`src/serial_flash_pkg.sv`:
```
// Opcodes, decode record and state codes of the serial flash command path
package serial_flash_pkg;
    localparam int BYTE_W = 8;
    localparam int ADDR_BYTES = 3;
    localparam logic [1:0] NO_BYTES = 2'd0;
    localparam logic [1:0] ONE_BYTE = 2'd1;
    localparam logic [1:0] TWO_BYTES = 2'd2;
    localparam logic [1:0] THREE_BYTES = 2'd3;
    localparam logic [2:0] BIT_FIRST = 3'd0;
    localparam logic [2:0] BIT_LAST = 3'd7;
    localparam logic [2:0] BIT_LAST_DUAL = 3'd6;
    localparam logic [2:0] STEP_SINGLE = 3'd1;
    localparam logic [2:0] STEP_DUAL = 3'd2;

    localparam logic [7:0] OP_READ_MAX = 8'h1b;
    localparam logic [7:0] OP_READ_FAST = 8'h0b;
    localparam logic [7:0] OP_READ_SLOW = 8'h03;
    localparam logic [7:0] OP_READ_DUAL = 8'h3b;
    localparam logic [7:0] OP_ERASE_4K = 8'h20;
    localparam logic [7:0] OP_ERASE_32K = 8'h52;
    localparam logic [7:0] OP_ERASE_64K = 8'hd8;
    localparam logic [7:0] OP_CHIP_ERASE = 8'h60;
    localparam logic [7:0] OP_CHIP_ERASE_ALT = 8'hc7;
    localparam logic [7:0] OP_PROG = 8'h02;
    localparam logic [7:0] OP_PROG_DUAL = 8'ha2;
    localparam logic [7:0] OP_SUSPEND = 8'hb0;
    localparam logic [7:0] OP_RESUME = 8'hd0;
    localparam logic [7:0] OP_WR_EN = 8'h06;
    localparam logic [7:0] OP_WR_DIS = 8'h04;
    localparam logic [7:0] OP_PROTECT = 8'h36;
    localparam logic [7:0] OP_UNPROTECT = 8'h39;
    localparam logic [7:0] OP_PROT_RD = 8'h3c;
    localparam logic [7:0] OP_LOCK = 8'h33;
    localparam logic [7:0] OP_LOCK_FREEZE = 8'h34;
    localparam logic [7:0] OP_LOCK_RD = 8'h35;
    localparam logic [7:0] OP_OTP_PROG = 8'h9b;
    localparam logic [7:0] OP_OTP_RD = 8'h77;
    localparam logic [7:0] OP_STAT_RD = 8'h05;
    localparam logic [7:0] OP_STAT_WR1 = 8'h01;
    localparam logic [7:0] OP_STAT_WR2 = 8'h31;
    localparam logic [7:0] OP_SOFT_RESET = 8'hf0;
    localparam logic [7:0] OP_ID_RD = 8'h9f;
    localparam logic [7:0] OP_SLEEP = 8'hb9;
    localparam logic [7:0] OP_WAKE = 8'hab;

    typedef enum logic [1:0] {
        DIR_NONE = 2'b00,
        DIR_IN = 2'b01,
        DIR_OUT = 2'b10
    } dir_t;

    typedef struct packed {
        logic known;
        logic [1:0] addr_bytes;
        logic [1:0] dummy_bytes;
        dir_t dir;
        logic dual;
        logic one_byte;
    } cmd_info_t;

    typedef enum logic [2:0] {
        ST_OPC = 3'b000,
        ST_ADDR = 3'b001,
        ST_DUMMY = 3'b010,
        ST_DATA = 3'b011,
        ST_IGNORE = 3'b100
    } state_t;
endpackage

```
`src/serial_flash_cmd.sv`:
```
// Serial flash opcode decoder and single/dual array read path
// Contract
// Accept array reads 1Bh, 0Bh, 03h; host limits clock per opcode.
// 1Bh takes two dummy bytes after address; output starts after them.
// 0Bh takes one dummy byte after address; output starts after it.
// 03h has no dummy; data starts on cycle after last address bit.
// Host asserts select, sends read opcode, then three address bytes.
// Read steps address counter, streams bytes MSB first without gaps.
// After top array address, continue at zero with no wait.
// Select deasserted anywhere ends read and releases outputs.
// Host uses fastest read above standard limit only with enhanced protocol.
// Decode block erases 20h/52h/D8h with address, chip erases 60h/C7h.
// Decode page program 02h: address then 1 to 256 data bytes.
// Decode dual page program A2h: address then up to 256 bytes.
// Decode 36h/39h with address only, 3Ch with address and read data.
// Decode 33h and 34h: address then exactly one data byte.
// Decode 35h: address, no dummy, then read data.
// Decode 9Bh: address then one or more data bytes.
// Decode 77h: address, two dummy bytes, then read data.
// Decode 05h read without address; 01h takes exactly one byte.
// Decode 31h: no address, exactly one data byte.
// Decode 9Fh: no address, one to four read bytes.
// Decode B9h, ABh opcode only; F0h followed by one byte.
// Decode 06h, 04h, B0h, D0h as opcode-only commands.
// Count bits from select; load opcode only after eight bits.
// Sample on rising serial clock, drive on falling; either idle level.
// Unsupported opcode: ignore input until select toggles.
// Ignore two top address bits; array address is 22 bits.
// 3Bh drives two bits per clock, MSB on normal output.
`timescale 1ns/1ps
`default_nettype none
module serial_flash_cmd
    import serial_flash_pkg::*;
#(
    parameter int ADDR_W = 22
) (
    input wire logic clk_i,
    input wire logic rst_n_i,
    input wire logic cs_n_i,
    input wire logic sck_i,
    input wire logic si_i,
    input wire logic dual_input_line_i,
    output logic so_o,
    output logic so_oe_o,
    output logic dual_data_line_o,
    output logic dual_data_line_oe_o,
    output logic [ADDR_W-1:0] mem_addr_o,
    input wire logic [7:0] mem_data_i,
    output logic rd_byte_o,
    output logic cmd_start_o,
    output logic [7:0] opcode_o,
    output logic [ADDR_W-1:0] cmd_addr_o,
    output logic wr_valid_o,
    output logic [7:0] wr_data_o,
    output logic cmd_end_o,
    output logic cmd_aligned_o
);
    initial begin
        if (ADDR_W < 1 || ADDR_W > ADDR_BYTES * BYTE_W) begin
            $error("ADDR_W must lie within the three address bytes");
        end
    end

    function automatic cmd_info_t decode_cmd(input logic [7:0] op);
        cmd_info_t d;
        d = '0;
        case (op)
            OP_READ_MAX, OP_OTP_RD:
                d = '{1'b1, THREE_BYTES, TWO_BYTES, DIR_OUT, 1'b0, 1'b0};
            OP_READ_FAST:
                d = '{1'b1, THREE_BYTES, ONE_BYTE, DIR_OUT, 1'b0, 1'b0};
            OP_READ_SLOW, OP_PROT_RD, OP_LOCK_RD:
                d = '{1'b1, THREE_BYTES, NO_BYTES, DIR_OUT, 1'b0, 1'b0};
            OP_READ_DUAL:
                d = '{1'b1, THREE_BYTES, ONE_BYTE, DIR_OUT, 1'b1, 1'b0};
            OP_ERASE_4K, OP_ERASE_32K, OP_ERASE_64K, OP_PROTECT,
            OP_UNPROTECT:
                d = '{1'b1, THREE_BYTES, NO_BYTES, DIR_NONE, 1'b0, 1'b0};
            OP_CHIP_ERASE, OP_CHIP_ERASE_ALT, OP_SUSPEND, OP_RESUME,
            OP_WR_EN, OP_WR_DIS, OP_SLEEP, OP_WAKE:
                d = '{1'b1, NO_BYTES, NO_BYTES, DIR_NONE, 1'b0, 1'b0};
            OP_PROG, OP_OTP_PROG:
                d = '{1'b1, THREE_BYTES, NO_BYTES, DIR_IN, 1'b0, 1'b0};
            OP_PROG_DUAL:
                d = '{1'b1, THREE_BYTES, NO_BYTES, DIR_IN, 1'b1, 1'b0};
            OP_LOCK, OP_LOCK_FREEZE:
                d = '{1'b1, THREE_BYTES, NO_BYTES, DIR_IN, 1'b0, 1'b1};
            OP_STAT_RD, OP_ID_RD:
                d = '{1'b1, NO_BYTES, NO_BYTES, DIR_OUT, 1'b0, 1'b0};
            OP_STAT_WR1, OP_STAT_WR2, OP_SOFT_RESET:
                d = '{1'b1, NO_BYTES, NO_BYTES, DIR_IN, 1'b0, 1'b1};
            default:
                d = '0;
        endcase
        return d;
    endfunction

    // Pins come from the host's domain: two flops before any use
    logic [1:0] cs_m_q, sck_m_q, si_m_q, soi_m_q;
    logic cs_s_q, cs_d_q, sck_s_q, sck_d_q, si_s_q, soi_s_q;
    always_ff @(posedge clk_i or negedge rst_n_i) begin
        if (!rst_n_i) begin
            cs_m_q <= 2'b11;
            sck_m_q <= 2'b00;
            si_m_q <= 2'b00;
            soi_m_q <= 2'b00;
            cs_d_q <= 1'b1;
            sck_d_q <= 1'b0;
        end else begin
            cs_m_q <= {cs_m_q[0], cs_n_i};
            sck_m_q <= {sck_m_q[0], sck_i};
            si_m_q <= {si_m_q[0], si_i};
            soi_m_q <= {soi_m_q[0], dual_input_line_i};
            cs_d_q <= cs_s_q;
            sck_d_q <= sck_s_q;
        end
    end
    assign cs_s_q = cs_m_q[1];
    assign sck_s_q = sck_m_q[1];
    assign si_s_q = si_m_q[1];
    assign soi_s_q = soi_m_q[1];

    logic rise, fall;
    // Edge detection works for either clock idle level
    assign rise = !cs_s_q && sck_s_q && !sck_d_q;
    assign fall = !cs_s_q && !sck_s_q && sck_d_q;

    state_t state_q;
    cmd_info_t info_q, info_now;
    logic [2:0] bit_q, obit_q, step_in, step_out;
    logic [1:0] byte_q;
    logic [7:0] in_sr_q, in_byte, out_sr_q, opcode_q;
    logic [23:0] addr_sr_q;
    logic [ADDR_W-1:0] rd_addr_q;
    logic dual_in, byte_done, hdr_done, load, active_q;
    logic so_q, so_oe_q, dual_q, dual_oe_q;

    assign dual_in = state_q == ST_DATA && info_q.dual && info_q.dir == DIR_IN;
    assign step_in = dual_in ? STEP_DUAL : STEP_SINGLE;
    assign step_out = info_q.dual ? STEP_DUAL : STEP_SINGLE;
    assign in_byte = dual_in ? {in_sr_q[5:0], soi_s_q, si_s_q}
                             : {in_sr_q[6:0], si_s_q};
    assign byte_done = bit_q == BIT_LAST
                       || (dual_in && bit_q == BIT_LAST_DUAL);
    assign info_now = decode_cmd(in_byte);
    assign hdr_done = rise && byte_done && (
        (state_q == ST_OPC && info_now.known
            && info_now.addr_bytes == NO_BYTES)
        || (state_q == ST_ADDR && byte_q == info_q.addr_bytes - 2'd1
            && info_q.dummy_bytes == NO_BYTES)
        || (state_q == ST_DUMMY && byte_q == info_q.dummy_bytes - 2'd1));

    // Command sequencing; select high restarts state and bit/byte counts, opcode and address are kept
    always_ff @(posedge clk_i or negedge rst_n_i) begin
        if (!rst_n_i) begin
            state_q <= ST_OPC;
            bit_q <= BIT_FIRST;
            byte_q <= NO_BYTES;
            in_sr_q <= 8'h00;
            opcode_q <= 8'h00;
            info_q <= '0;
            addr_sr_q <= 24'h000000;
        end else if (cs_s_q) begin
            state_q <= ST_OPC;
            bit_q <= BIT_FIRST;
            byte_q <= NO_BYTES;
        end else if (rise) begin
            bit_q <= bit_q + step_in;
            in_sr_q <= in_byte;
            unique case (state_q)
                ST_OPC: begin
                    if (byte_done) begin
                        opcode_q <= in_byte;
                        info_q <= info_now;
                        if (!info_now.known) begin
                            state_q <= ST_IGNORE;
                        end else if (info_now.addr_bytes != NO_BYTES) begin
                            state_q <= ST_ADDR;
                        end else if (info_now.dir != DIR_NONE) begin
                            state_q <= ST_DATA;
                        end else begin
                            state_q <= ST_IGNORE;
                        end
                    end
                end
                ST_ADDR: begin
                    if (byte_done) begin
                        addr_sr_q <= {addr_sr_q[15:0], in_byte};
                        byte_q <= byte_q + 2'd1;
                        if (byte_q == info_q.addr_bytes - 2'd1) begin
                            byte_q <= NO_BYTES;
                            if (info_q.dummy_bytes != NO_BYTES) begin
                                state_q <= ST_DUMMY;
                            end else if (info_q.dir != DIR_NONE) begin
                                state_q <= ST_DATA;
                            end else begin
                                state_q <= ST_IGNORE;
                            end
                        end
                    end
                end
                ST_DUMMY: begin
                    // Dummy contents are never looked at
                    if (byte_done) begin
                        byte_q <= byte_q + 2'd1;
                        if (byte_q == info_q.dummy_bytes - 2'd1) begin
                            state_q <= ST_DATA;
                        end
                    end
                end
                ST_DATA: begin
                    if (byte_done && info_q.dir == DIR_IN
                        && info_q.one_byte) begin
                        state_q <= ST_IGNORE;
                    end
                end
                ST_IGNORE: begin
                end
                default: state_q <= ST_IGNORE;
            endcase
        end
    end

    // Read pointer; only the low array bits are kept so it wraps freely
    always_ff @(posedge clk_i or negedge rst_n_i) begin
        if (!rst_n_i) begin
            rd_addr_q <= '0;
        end else if (hdr_done) begin
            if (state_q == ST_ADDR) begin
                rd_addr_q <= ADDR_W'({addr_sr_q[15:0], in_byte});
            end else if (state_q == ST_DUMMY) begin
                rd_addr_q <= addr_sr_q[ADDR_W-1:0];
            end else begin
                rd_addr_q <= '0;
            end
        end else if (load) begin
            rd_addr_q <= rd_addr_q + ADDR_W'(1);
        end
    end

    // Output shifter on the falling edge, a new byte every 8 or 4 clocks
    assign load = fall && state_q == ST_DATA && info_q.dir == DIR_OUT
                  && obit_q == BIT_FIRST;
    always_ff @(posedge clk_i or negedge rst_n_i) begin
        if (!rst_n_i) begin
            so_q <= 1'b0;
            so_oe_q <= 1'b0;
            dual_q <= 1'b0;
            dual_oe_q <= 1'b0;
            out_sr_q <= 8'h00;
            obit_q <= BIT_FIRST;
        end else if (cs_s_q) begin
            so_oe_q <= 1'b0;
            dual_oe_q <= 1'b0;
            obit_q <= BIT_FIRST;
        end else if (fall && state_q == ST_DATA && info_q.dir == DIR_OUT) begin
            so_oe_q <= 1'b1;
            dual_oe_q <= info_q.dual;
            obit_q <= obit_q + step_out;
            if (obit_q == BIT_FIRST) begin
                out_sr_q <= mem_data_i;
                so_q <= mem_data_i[7];
                dual_q <= mem_data_i[6];
            end else begin
                so_q <= out_sr_q[3'd7 - obit_q];
                dual_q <= out_sr_q[3'd6 - obit_q];
            end
        end
    end

    // Strobes towards the array and command execution logic
    always_ff @(posedge clk_i or negedge rst_n_i) begin
        if (!rst_n_i) begin
            cmd_start_o <= 1'b0;
            wr_valid_o <= 1'b0;
            wr_data_o <= 8'h00;
            rd_byte_o <= 1'b0;
            cmd_end_o <= 1'b0;
            cmd_aligned_o <= 1'b0;
            active_q <= 1'b0;
        end else begin
            cmd_start_o <= hdr_done;
            rd_byte_o <= load;
            wr_valid_o <= rise && byte_done && dual_in == info_q.dual
                          && state_q == ST_DATA && info_q.dir == DIR_IN;
            if (rise && byte_done && state_q == ST_DATA) begin
                wr_data_o <= in_byte;
            end
            cmd_end_o <= cs_s_q && !cs_d_q && active_q;
            if (cs_s_q && !cs_d_q) begin
                cmd_aligned_o <= bit_q == BIT_FIRST;
                active_q <= 1'b0;
            end else if (hdr_done) begin
                active_q <= 1'b1;
            end
        end
    end

    assign so_o = so_q;
    assign so_oe_o = so_oe_q;
    assign dual_data_line_o = dual_q;
    assign dual_data_line_oe_o = dual_oe_q;
    assign mem_addr_o = rd_addr_q;
    assign opcode_o = opcode_q;
    assign cmd_addr_o = addr_sr_q[ADDR_W-1:0];
endmodule
`default_nettype wire

```
`config.mk`:
```
export PLATFORM = sky130hd
export DESIGN_NAME = serial_flash_cmd
export DESIGN_NICKNAME = d
export VERILOG_FILES = /design/src/serial_flash_pkg.sv /design/src/serial_flash_cmd.sv
export SDC_FILE = /design/constraint.sdc
export NUM_CORES = 1
export LEC_CHECK = 0
export ABC_AREA = 1
export BUFFER_PORTS_ARGS = -buffer_cell sky130_fd_sc_hd__buf_2
export CORE_MARGIN = 10
export CORE_UTILIZATION = 58
export CTS_BUF_LIST = sky130_fd_sc_hd__clkbuf_16
export DETAILED_ROUTE_END_ITERATION = 8
export PLACE_DENSITY = 0.85
export REMOVE_ABC_BUFFERS = 1
export SYNTH_ARGS = -nofsm -noshare
export SYNTH_HDL_FRONTEND = slang
export SYNTH_SLANG_ARGS = --single-unit
```
`constraint.sdc`:
```
create_clock -name clk_i -period 3.02 [get_ports clk_i]
set_input_delay 0.453 -clock clk_i [delete_from_list [all_inputs] [get_ports clk_i]]
set_output_delay 0.453 -clock clk_i [all_outputs]
set_load 0.05 [all_outputs]
```
==> results of run 1 <==
registers in the layout, indices dropped and copies added (netlist names), 2 cells and up:
name	flops
mem_addr_o	22
byte_q	2
opcode_o	8
info_q	7
state_q	3
sck_m_q	2
soi_m_q	2
in_sr_q	7
obit_q	3
cs_m_q	2
si_m_q	2
wr_data_o	8
out_sr_q	8
addr_sr_q	22
bit_q	3
cells in the mapped netlist (5+ instances only):
cell type / count
sky130_fd_sc_hd__a21oi_1: 15
sky130_fd_sc_hd__buf_2: 7
sky130_fd_sc_hd__clkbuf_1: 11
sky130_fd_sc_hd__dfrtp_1: 110
sky130_fd_sc_hd__ha_1: 7
sky130_fd_sc_hd__inv_1: 80
sky130_fd_sc_hd__inv_2: 8
sky130_fd_sc_hd__nand2_1: 214
sky130_fd_sc_hd__nand2_2: 16
sky130_fd_sc_hd__nand3_1: 67
sky130_fd_sc_hd__nand3b_1: 5
sky130_fd_sc_hd__nand4_1: 14
sky130_fd_sc_hd__nor2_1: 61
sky130_fd_sc_hd__nor3_1: 11
sky130_fd_sc_hd__o21ai_0: 80
sky130_fd_sc_hd__o22ai_1: 16
sky130_fd_sc_hd__xor2_1: 16
per-stage QoR:
| step | cells | total power [uW] |
|---|---|---|
| finish | 1036 | 4030 |
| global route | 1036 | 4180 |
| CTS | 1031 | 4040 |
| detailed placement | 999 | 2050 |
| global placement | 999 | 2040 |
| floorplan | 766 | 1900 |
final timing paths:
check | from | to | slack, ns | cells past startpoint
worst min-delay path | rst_n_i | soi_m_q[0] | 0.05 | 1
worst min register to register | si_m_q[0] | si_m_q[1] | 0.35 | 0
max in group asynchronous | rst_n_i | cs_d_q | 2.20 | 2
min in group clk_i | cs_n_i | cs_m_q[0] | 0.13 | 1
worst max-delay path | mem_addr_o[0] | mem_addr_o[20] | 0.28 | 12
worst max register to register | mem_addr_o[0] | mem_addr_o[20] | 0.28 | 12
cells by family (layout without fill, tap and decap cells):
group	after synthesis	in the layout	synth area share, %
AND/OR/NAND/NOR	407	409	29.7
adder cells (fa/ha/maj)	8	8	1.76
XOR/XNOR	18	18	2.58
AO/OA/AOI/OAI	129	129	11.7
buffers and inverters	116	223	8.05
flip-flops	113	113	46.3
layer usage:
layer  share of wire (%)  GRT usage, %  up-vias
met5               0.078             0        -
met4                 1.9          9.35        2
met3                 8.8          6.93       41
met2                  47          35.7      254
met1                  42          28.2     2704
li1                    -             -     2776
layout make-up:
class	count	area share (%)
inverters	91	4.65
repair buffers	100	7.81
multi-input cells	564	38.5
flip-flops and latches	113	38.6
clock inverters	15	2.30
well taps	136	2.32
clock buffers	17	5.80
power breakdown:
part           total (uW)  switching [uW]  internal, uW
Combinational         451             328           123
Clock                1990             708          1280
Sequential           1590            33.5          1550
worst reg2reg max path, cell delays in order, from the launching register on:
cell	delay (ns)
sky130_fd_sc_hd__dfrtp_1	0.44
sky130_fd_sc_hd__ha_1	0.24
sky130_fd_sc_hd__nand2_1	0.10
sky130_fd_sc_hd__nor3b_1	0.44
sky130_fd_sc_hd__nand3_1	0.19
sky130_fd_sc_hd__nor3_1	0.19
sky130_fd_sc_hd__nand4_1	0.13
sky130_fd_sc_hd__nor3_1	0.29
sky130_fd_sc_hd__nand2_1	0.11
sky130_fd_sc_hd__or2_2	0.29
sky130_fd_sc_hd__nand3_1	0.08
sky130_fd_sc_hd__o21ai_0	0.08
sky130_fd_sc_hd__nor2_1	0.09
what timing repair did:
item | in CTS | in global routing
hold buffers | 0 | 0
resized for setup | 0 | 2
setup buffers | 0 | 3
setup endpoints to repair | 0 | 25
==> impl_metrics.ini, run 1 <==
[die]
floorplan.rows = 37
dieArea_um2 = 15100
coreArea_um2 = 10300
initial_cell_density_of_the_core_pct = 59.3
die_h_um = 123
die-width_um = 123
pin_count = 83

[detailed_routing]
drt_iter0_drc = 758
routed_via_density = 5.58
drt_total_wl_mm = 16.7
vias = 5777
final_antenna_net_count = 0
routedWlPerCell_um = 16.1
drc = 0
detailedRoute.firstPassIterationCount = 7

[yosys]
yosys_register_bits = 113
synthFlopType = sky130_fd_sc_hd__dfrtp_1
synth_area_per_cell_um2 = 7.74
number_of_enable_flip_flop_cells_after_synthesis = 0
portion_of_the_post_synthesis_area_used_by_sequential_elements_pct = 46.3
synthArstFlopShare_pct = 100
count_of_synthesis_stage_warnings_from_yosys = 0
synth.cell_area_um2 = 6120
post-synth-top-area-cell = sky130_fd_sc_hd__dfrtp_1
netlist_top_cells_area = sky130_fd_sc_hd__dfrtp_1, sky130_fd_sc_hd__nand2_1, sky130_fd_sc_hd__o21ai_0
synth_top_cell_area_share_pct = 45.0
post_synth_inst_count = 791
yosys.cell_types.count = 41

[pwr]
power.density_nw_per_um2 = 549
vdd.ir_drop.worst_mv = 0.498
total_leakage_power_uw = 0.00378

[layout]
final_common_cell = sky130_fd_sc_hd__nand2_1
antenna_cells = 0
postLayoutCellArea_um2 = 7340
number_of_inserted_filler_cells_in_the_final_layout = 862
final_nets = 909
syn_to_final_growth_pct = 19.9
drive_gt1_share_pct = 20.0
register_area_um2 = 2830
fin_util_pct = 71.1
multiInputGateArea_um2 = 2830
most-common-layout-cells = sky130_fd_sc_hd__nand2_1, sky130_fd_sc_hd__dfrtp_1, sky130_fd_sc_hd__buf_2, sky130_fd_sc_hd__o21ai_0, sky130_fd_sc_hd__inv_1

[global_route]
grt_pass1_vias = 5459
grt_first_pass_wirelength_mm = 27.0
grt_max_degree = 66
grt_overflow = 0
grt_antenna_before_repair = 1
grtUsageTotal_pct = 22.6

[placed_design]
dp_hpwl_mm = 11.7
place_worst_setup_slack_ns = 0.169
placed_area_um2 = 6680
routabilityCongestion = 1.01
placement.io_buffers = 82

[min_path]
min-delay-path-class = input port to asynchronous set/reset pin

[timing]
layout_worst_path_cycle_share_pct = 90.6
clock.fmax_mhz = 365
layout_setup_ws_ns = 0.283
finalHoldWorstSlack_ns = 0.0499
timing.final.crit_period_ns = 2.74
tightestPinTransition_ns = 0.617
timing.clock.skew_ns = 0.00765
grt_setup_unrepaired = no
relSlewSlack_pct = 58.9
final.setup.tns_ns = 0
timing.final.max_slew_violations = 0
final_hold_viol_count = 0
finalSetupViolations = 0

[clock_tree]
clk_pin_slew_worst_paths_ns = 0.06
clkSinkCount = 113
tritoncts = done
clock_latency_ns = 0.42
clock_tree.htree_level_count = 4
cts.path.max_buffers = 2
clockRootBuffer = sky130_fd_sc_hd__clkbuf_16
cts_buffers = 17

[setup_path]
critical_path_cell_by_cell = ha_1 -> nand2_1 -> nor3b_1 -> nand3_1 -> nor3_1 -> nand4_1 -> nor3_1 -> nand2_1 -> or2_2 -> nand3_1 -> o21ai_0 -> nor2_1
cp-start-kind = flop
cp_num_buf_inv = 0
crit_type = flop to flop
critical_path.endpoint_type = flop
master_of_the_slowest_instance_on_the_critical_path = sky130_fd_sc_hd__dfrtp_1
crit_path_max_incr_delay_ns = 0.44
cpLargestDelayFamily = simple AND/OR/NAND/NOR gates
required_time_of_the_worst_setup_path_ns = 3.37
crit_fanout = 5
worst-endpoint-arrival_ns = 3.08

[run_status]
status = completed

[job]
drv.max_cap_violation_count = 0
Power figures use the tool's default switching activity.
==> run 2, diff against run 1 <==
Settings changed: BUFFER_PORTS_ARGS -buffer_cell sky130_fd_sc_hd__buf_2 to -buffer_cell sky130_fd_sc_hd__buf_4.
==> run 2 against run 1 <==
- first-iteration DRC count shrank 1.8%
- cell count grew 0.29%
- largest cell class unchanged
- cell area up 3.8%
- worst setup slack got worse by 0.024 ns
- die area unchanged
==> impl_metrics.ini, run 2 (same netlist as run 1, synthesis figures left out) <==
[run_status]
status = completed

[die]
die_h_um = 123
die-width_um = 123
pin_count = 83
dieArea_um2 = 15100
coreArea_um2 = 10300
floorplan.rows = 37
initial_cell_density_of_the_core_pct = 59.3

[layout]
antenna_cells = 0
syn_to_final_growth_pct = 24.5
final_nets = 912
most-common-layout-cells = sky130_fd_sc_hd__nand2_1, sky130_fd_sc_hd__dfrtp_1, sky130_fd_sc_hd__buf_4, sky130_fd_sc_hd__inv_1, sky130_fd_sc_hd__o21ai_0
drive_gt1_share_pct = 20.2
postLayoutCellArea_um2 = 7620
final_common_cell = sky130_fd_sc_hd__nand2_1
layout.cells.non_filler = 1039

[global_route]
grt_first_pass_wirelength_mm = 28.4
grt_overflow = 0
grt_max_degree = 65
grtUsageTotal_pct = 23.8
grt_pass1_vias = 5764
grt_antenna_before_repair = 0

[timing]
grt_setup_unrepaired = no
finalHoldWorstSlack_ns = 0.0485
timing.final.max_slew_violations = 0
layout_worst_path_cycle_share_pct = 91.4
finalSetupViolations = 0
tightestPinTransition_ns = 0.634
clock.fmax_mhz = 362
timing.final.crit_period_ns = 2.76
final_hold_viol_count = 0
final.setup.tns_ns = 0
relSlewSlack_pct = 57.7
timing.clock.skew_ns = 0.00551

[setup_path]
ff2ff_path_depth = 16
timing.rr.end = mem_addr_o[15]
cpLargestDelayFamily = simple AND/OR/NAND/NOR gates
critical_path.endpoint_type = flop
crit_path_max_incr_delay_ns = 0.38
crit_type = flop to flop
required_time_of_the_worst_setup_path_ns = 3.33
cp-start-kind = flop
cp_num_buf_inv = 4
rrSetupSlack_ns = 0.26
master_of_the_slowest_instance_on_the_critical_path = sky130_fd_sc_hd__dfrtp_1
worst-endpoint-arrival_ns = 3.07
crit_path_frequent_cell = sky130_fd_sc_hd__nand2_2
critical_path_cell_by_cell = inv_1 -> nand2_1 -> nor2_4 -> buf_12 -> buf_4 -> nand3_1 -> nand2_2 -> nand2_2 -> a21oi_1 -> a21oi_2 -> nand3_1 -> nand2_2 -> nand2_4 -> nand2_4 -> o21ai_1 -> inv_1
worst_r2r_startpoint = info_q[3]
crit_fanout = 15

[placed_design]
routabilityCongestion = 0.953
placed_area_um2 = 6880
dp_hpwl_mm = 12.7
place_inst = 998
placement.io_buffers = 82

[detailed_routing]
detailedRoute.firstPassIterationCount = 6
routed_via_density = 5.73
final_antenna_net_count = 0
drt_total_wl_mm = 18.0
vias = 5950
drc = 0
routedWlPerCell_um = 17.3
drt_iter0_drc = 744

[pwr]
total_power_uw = 4280
power.density_nw_per_um2 = 562
vdd.ir_drop.worst_mv = 0.572
total_leakage_power_uw = 0.00385

[job]
drv.max_cap_violation_count = 0

[clock_tree]
cts_hold_repair.buffers = 0
clock_latency_ns = 0.42
clock_tree.htree_level_count = 4
cts.path.max_buffers = 2
clockRootBuffer = sky130_fd_sc_hd__clkbuf_16
clk_pin_slew_worst_paths_ns = 0.05
tritoncts = done
clkSinkCount = 113
cts_buffers = 17

[min_path]
min-delay-path-class = input port to asynchronous set/reset pin
==> run 2: final cells by class <==
type                            instances  area [um^2]
Timing Repair Buffer                  103          798
Fill cell                             779         2710
Inverter                               91          342
Clock inverter                         15          224
Sequential cell                       113         2830
Clock buffer                           17          425
Tap cell                              136          170
Multi-Input combinational cell        564         2830
==> run 2: layer usage <==
layer / part of all wire, % / vias to the layer above / GRT usage, %
li1: - / 2778 / -
met1: 40 / 2852 / 28.2
met2: 49 / 275 / 39.4
met3: 8.7 / 45 / 7.48
met4: 2.4 / 0 / 9.35
met5: 0 / - / 0
==> run 2: report_power, final <==
part,leakage (uW),internal [uW],switching (uW),total (uW)
clock,0.000330,1530,696,2220
combinational,0.00203,134,341,474
sequential,0.00149,1550,35.4,1590
==> run 2: per-stage QoR <==
| stage | utilization [%] | setup slack, ns |
|---|---|---|
| finish | 73.8 | 0.259 |
| global route | 73.8 | 0.0357 |
| CTS | 72.9 | 0.0171 |
| detailed placement | 66.6 | 0.0514 |
| global placement | 66.6 | 0.202 |
| floorplan | - | -0.227 |
==> run 2: worst max path at each step <==
stage,startpoint,endpoint,slack [ns],depth (start not counted)
final,info_q[3],mem_addr_o[15],0.26,16
after global routing,info_q[3],mem_addr_o[6],0.04,19
after CTS,info_q[3],mem_addr_o[10],0.02,18
after detailed placement,info_q[3],mem_addr_o[1],0.05,18
after global placement,info_q[3],mem_addr_o[1],0.20,18
after floorplan,info_q[3],addr_sr_q[0],-0.23,12
==> run 2: what timing repair did <==
item | 4_1_cts | 5_1_grt
gates resized for setup | 0 | 2
hold endpoints to repair | 0 | 0
setup endpoints to repair | 0 | 33
setup buffers | 0 | 7
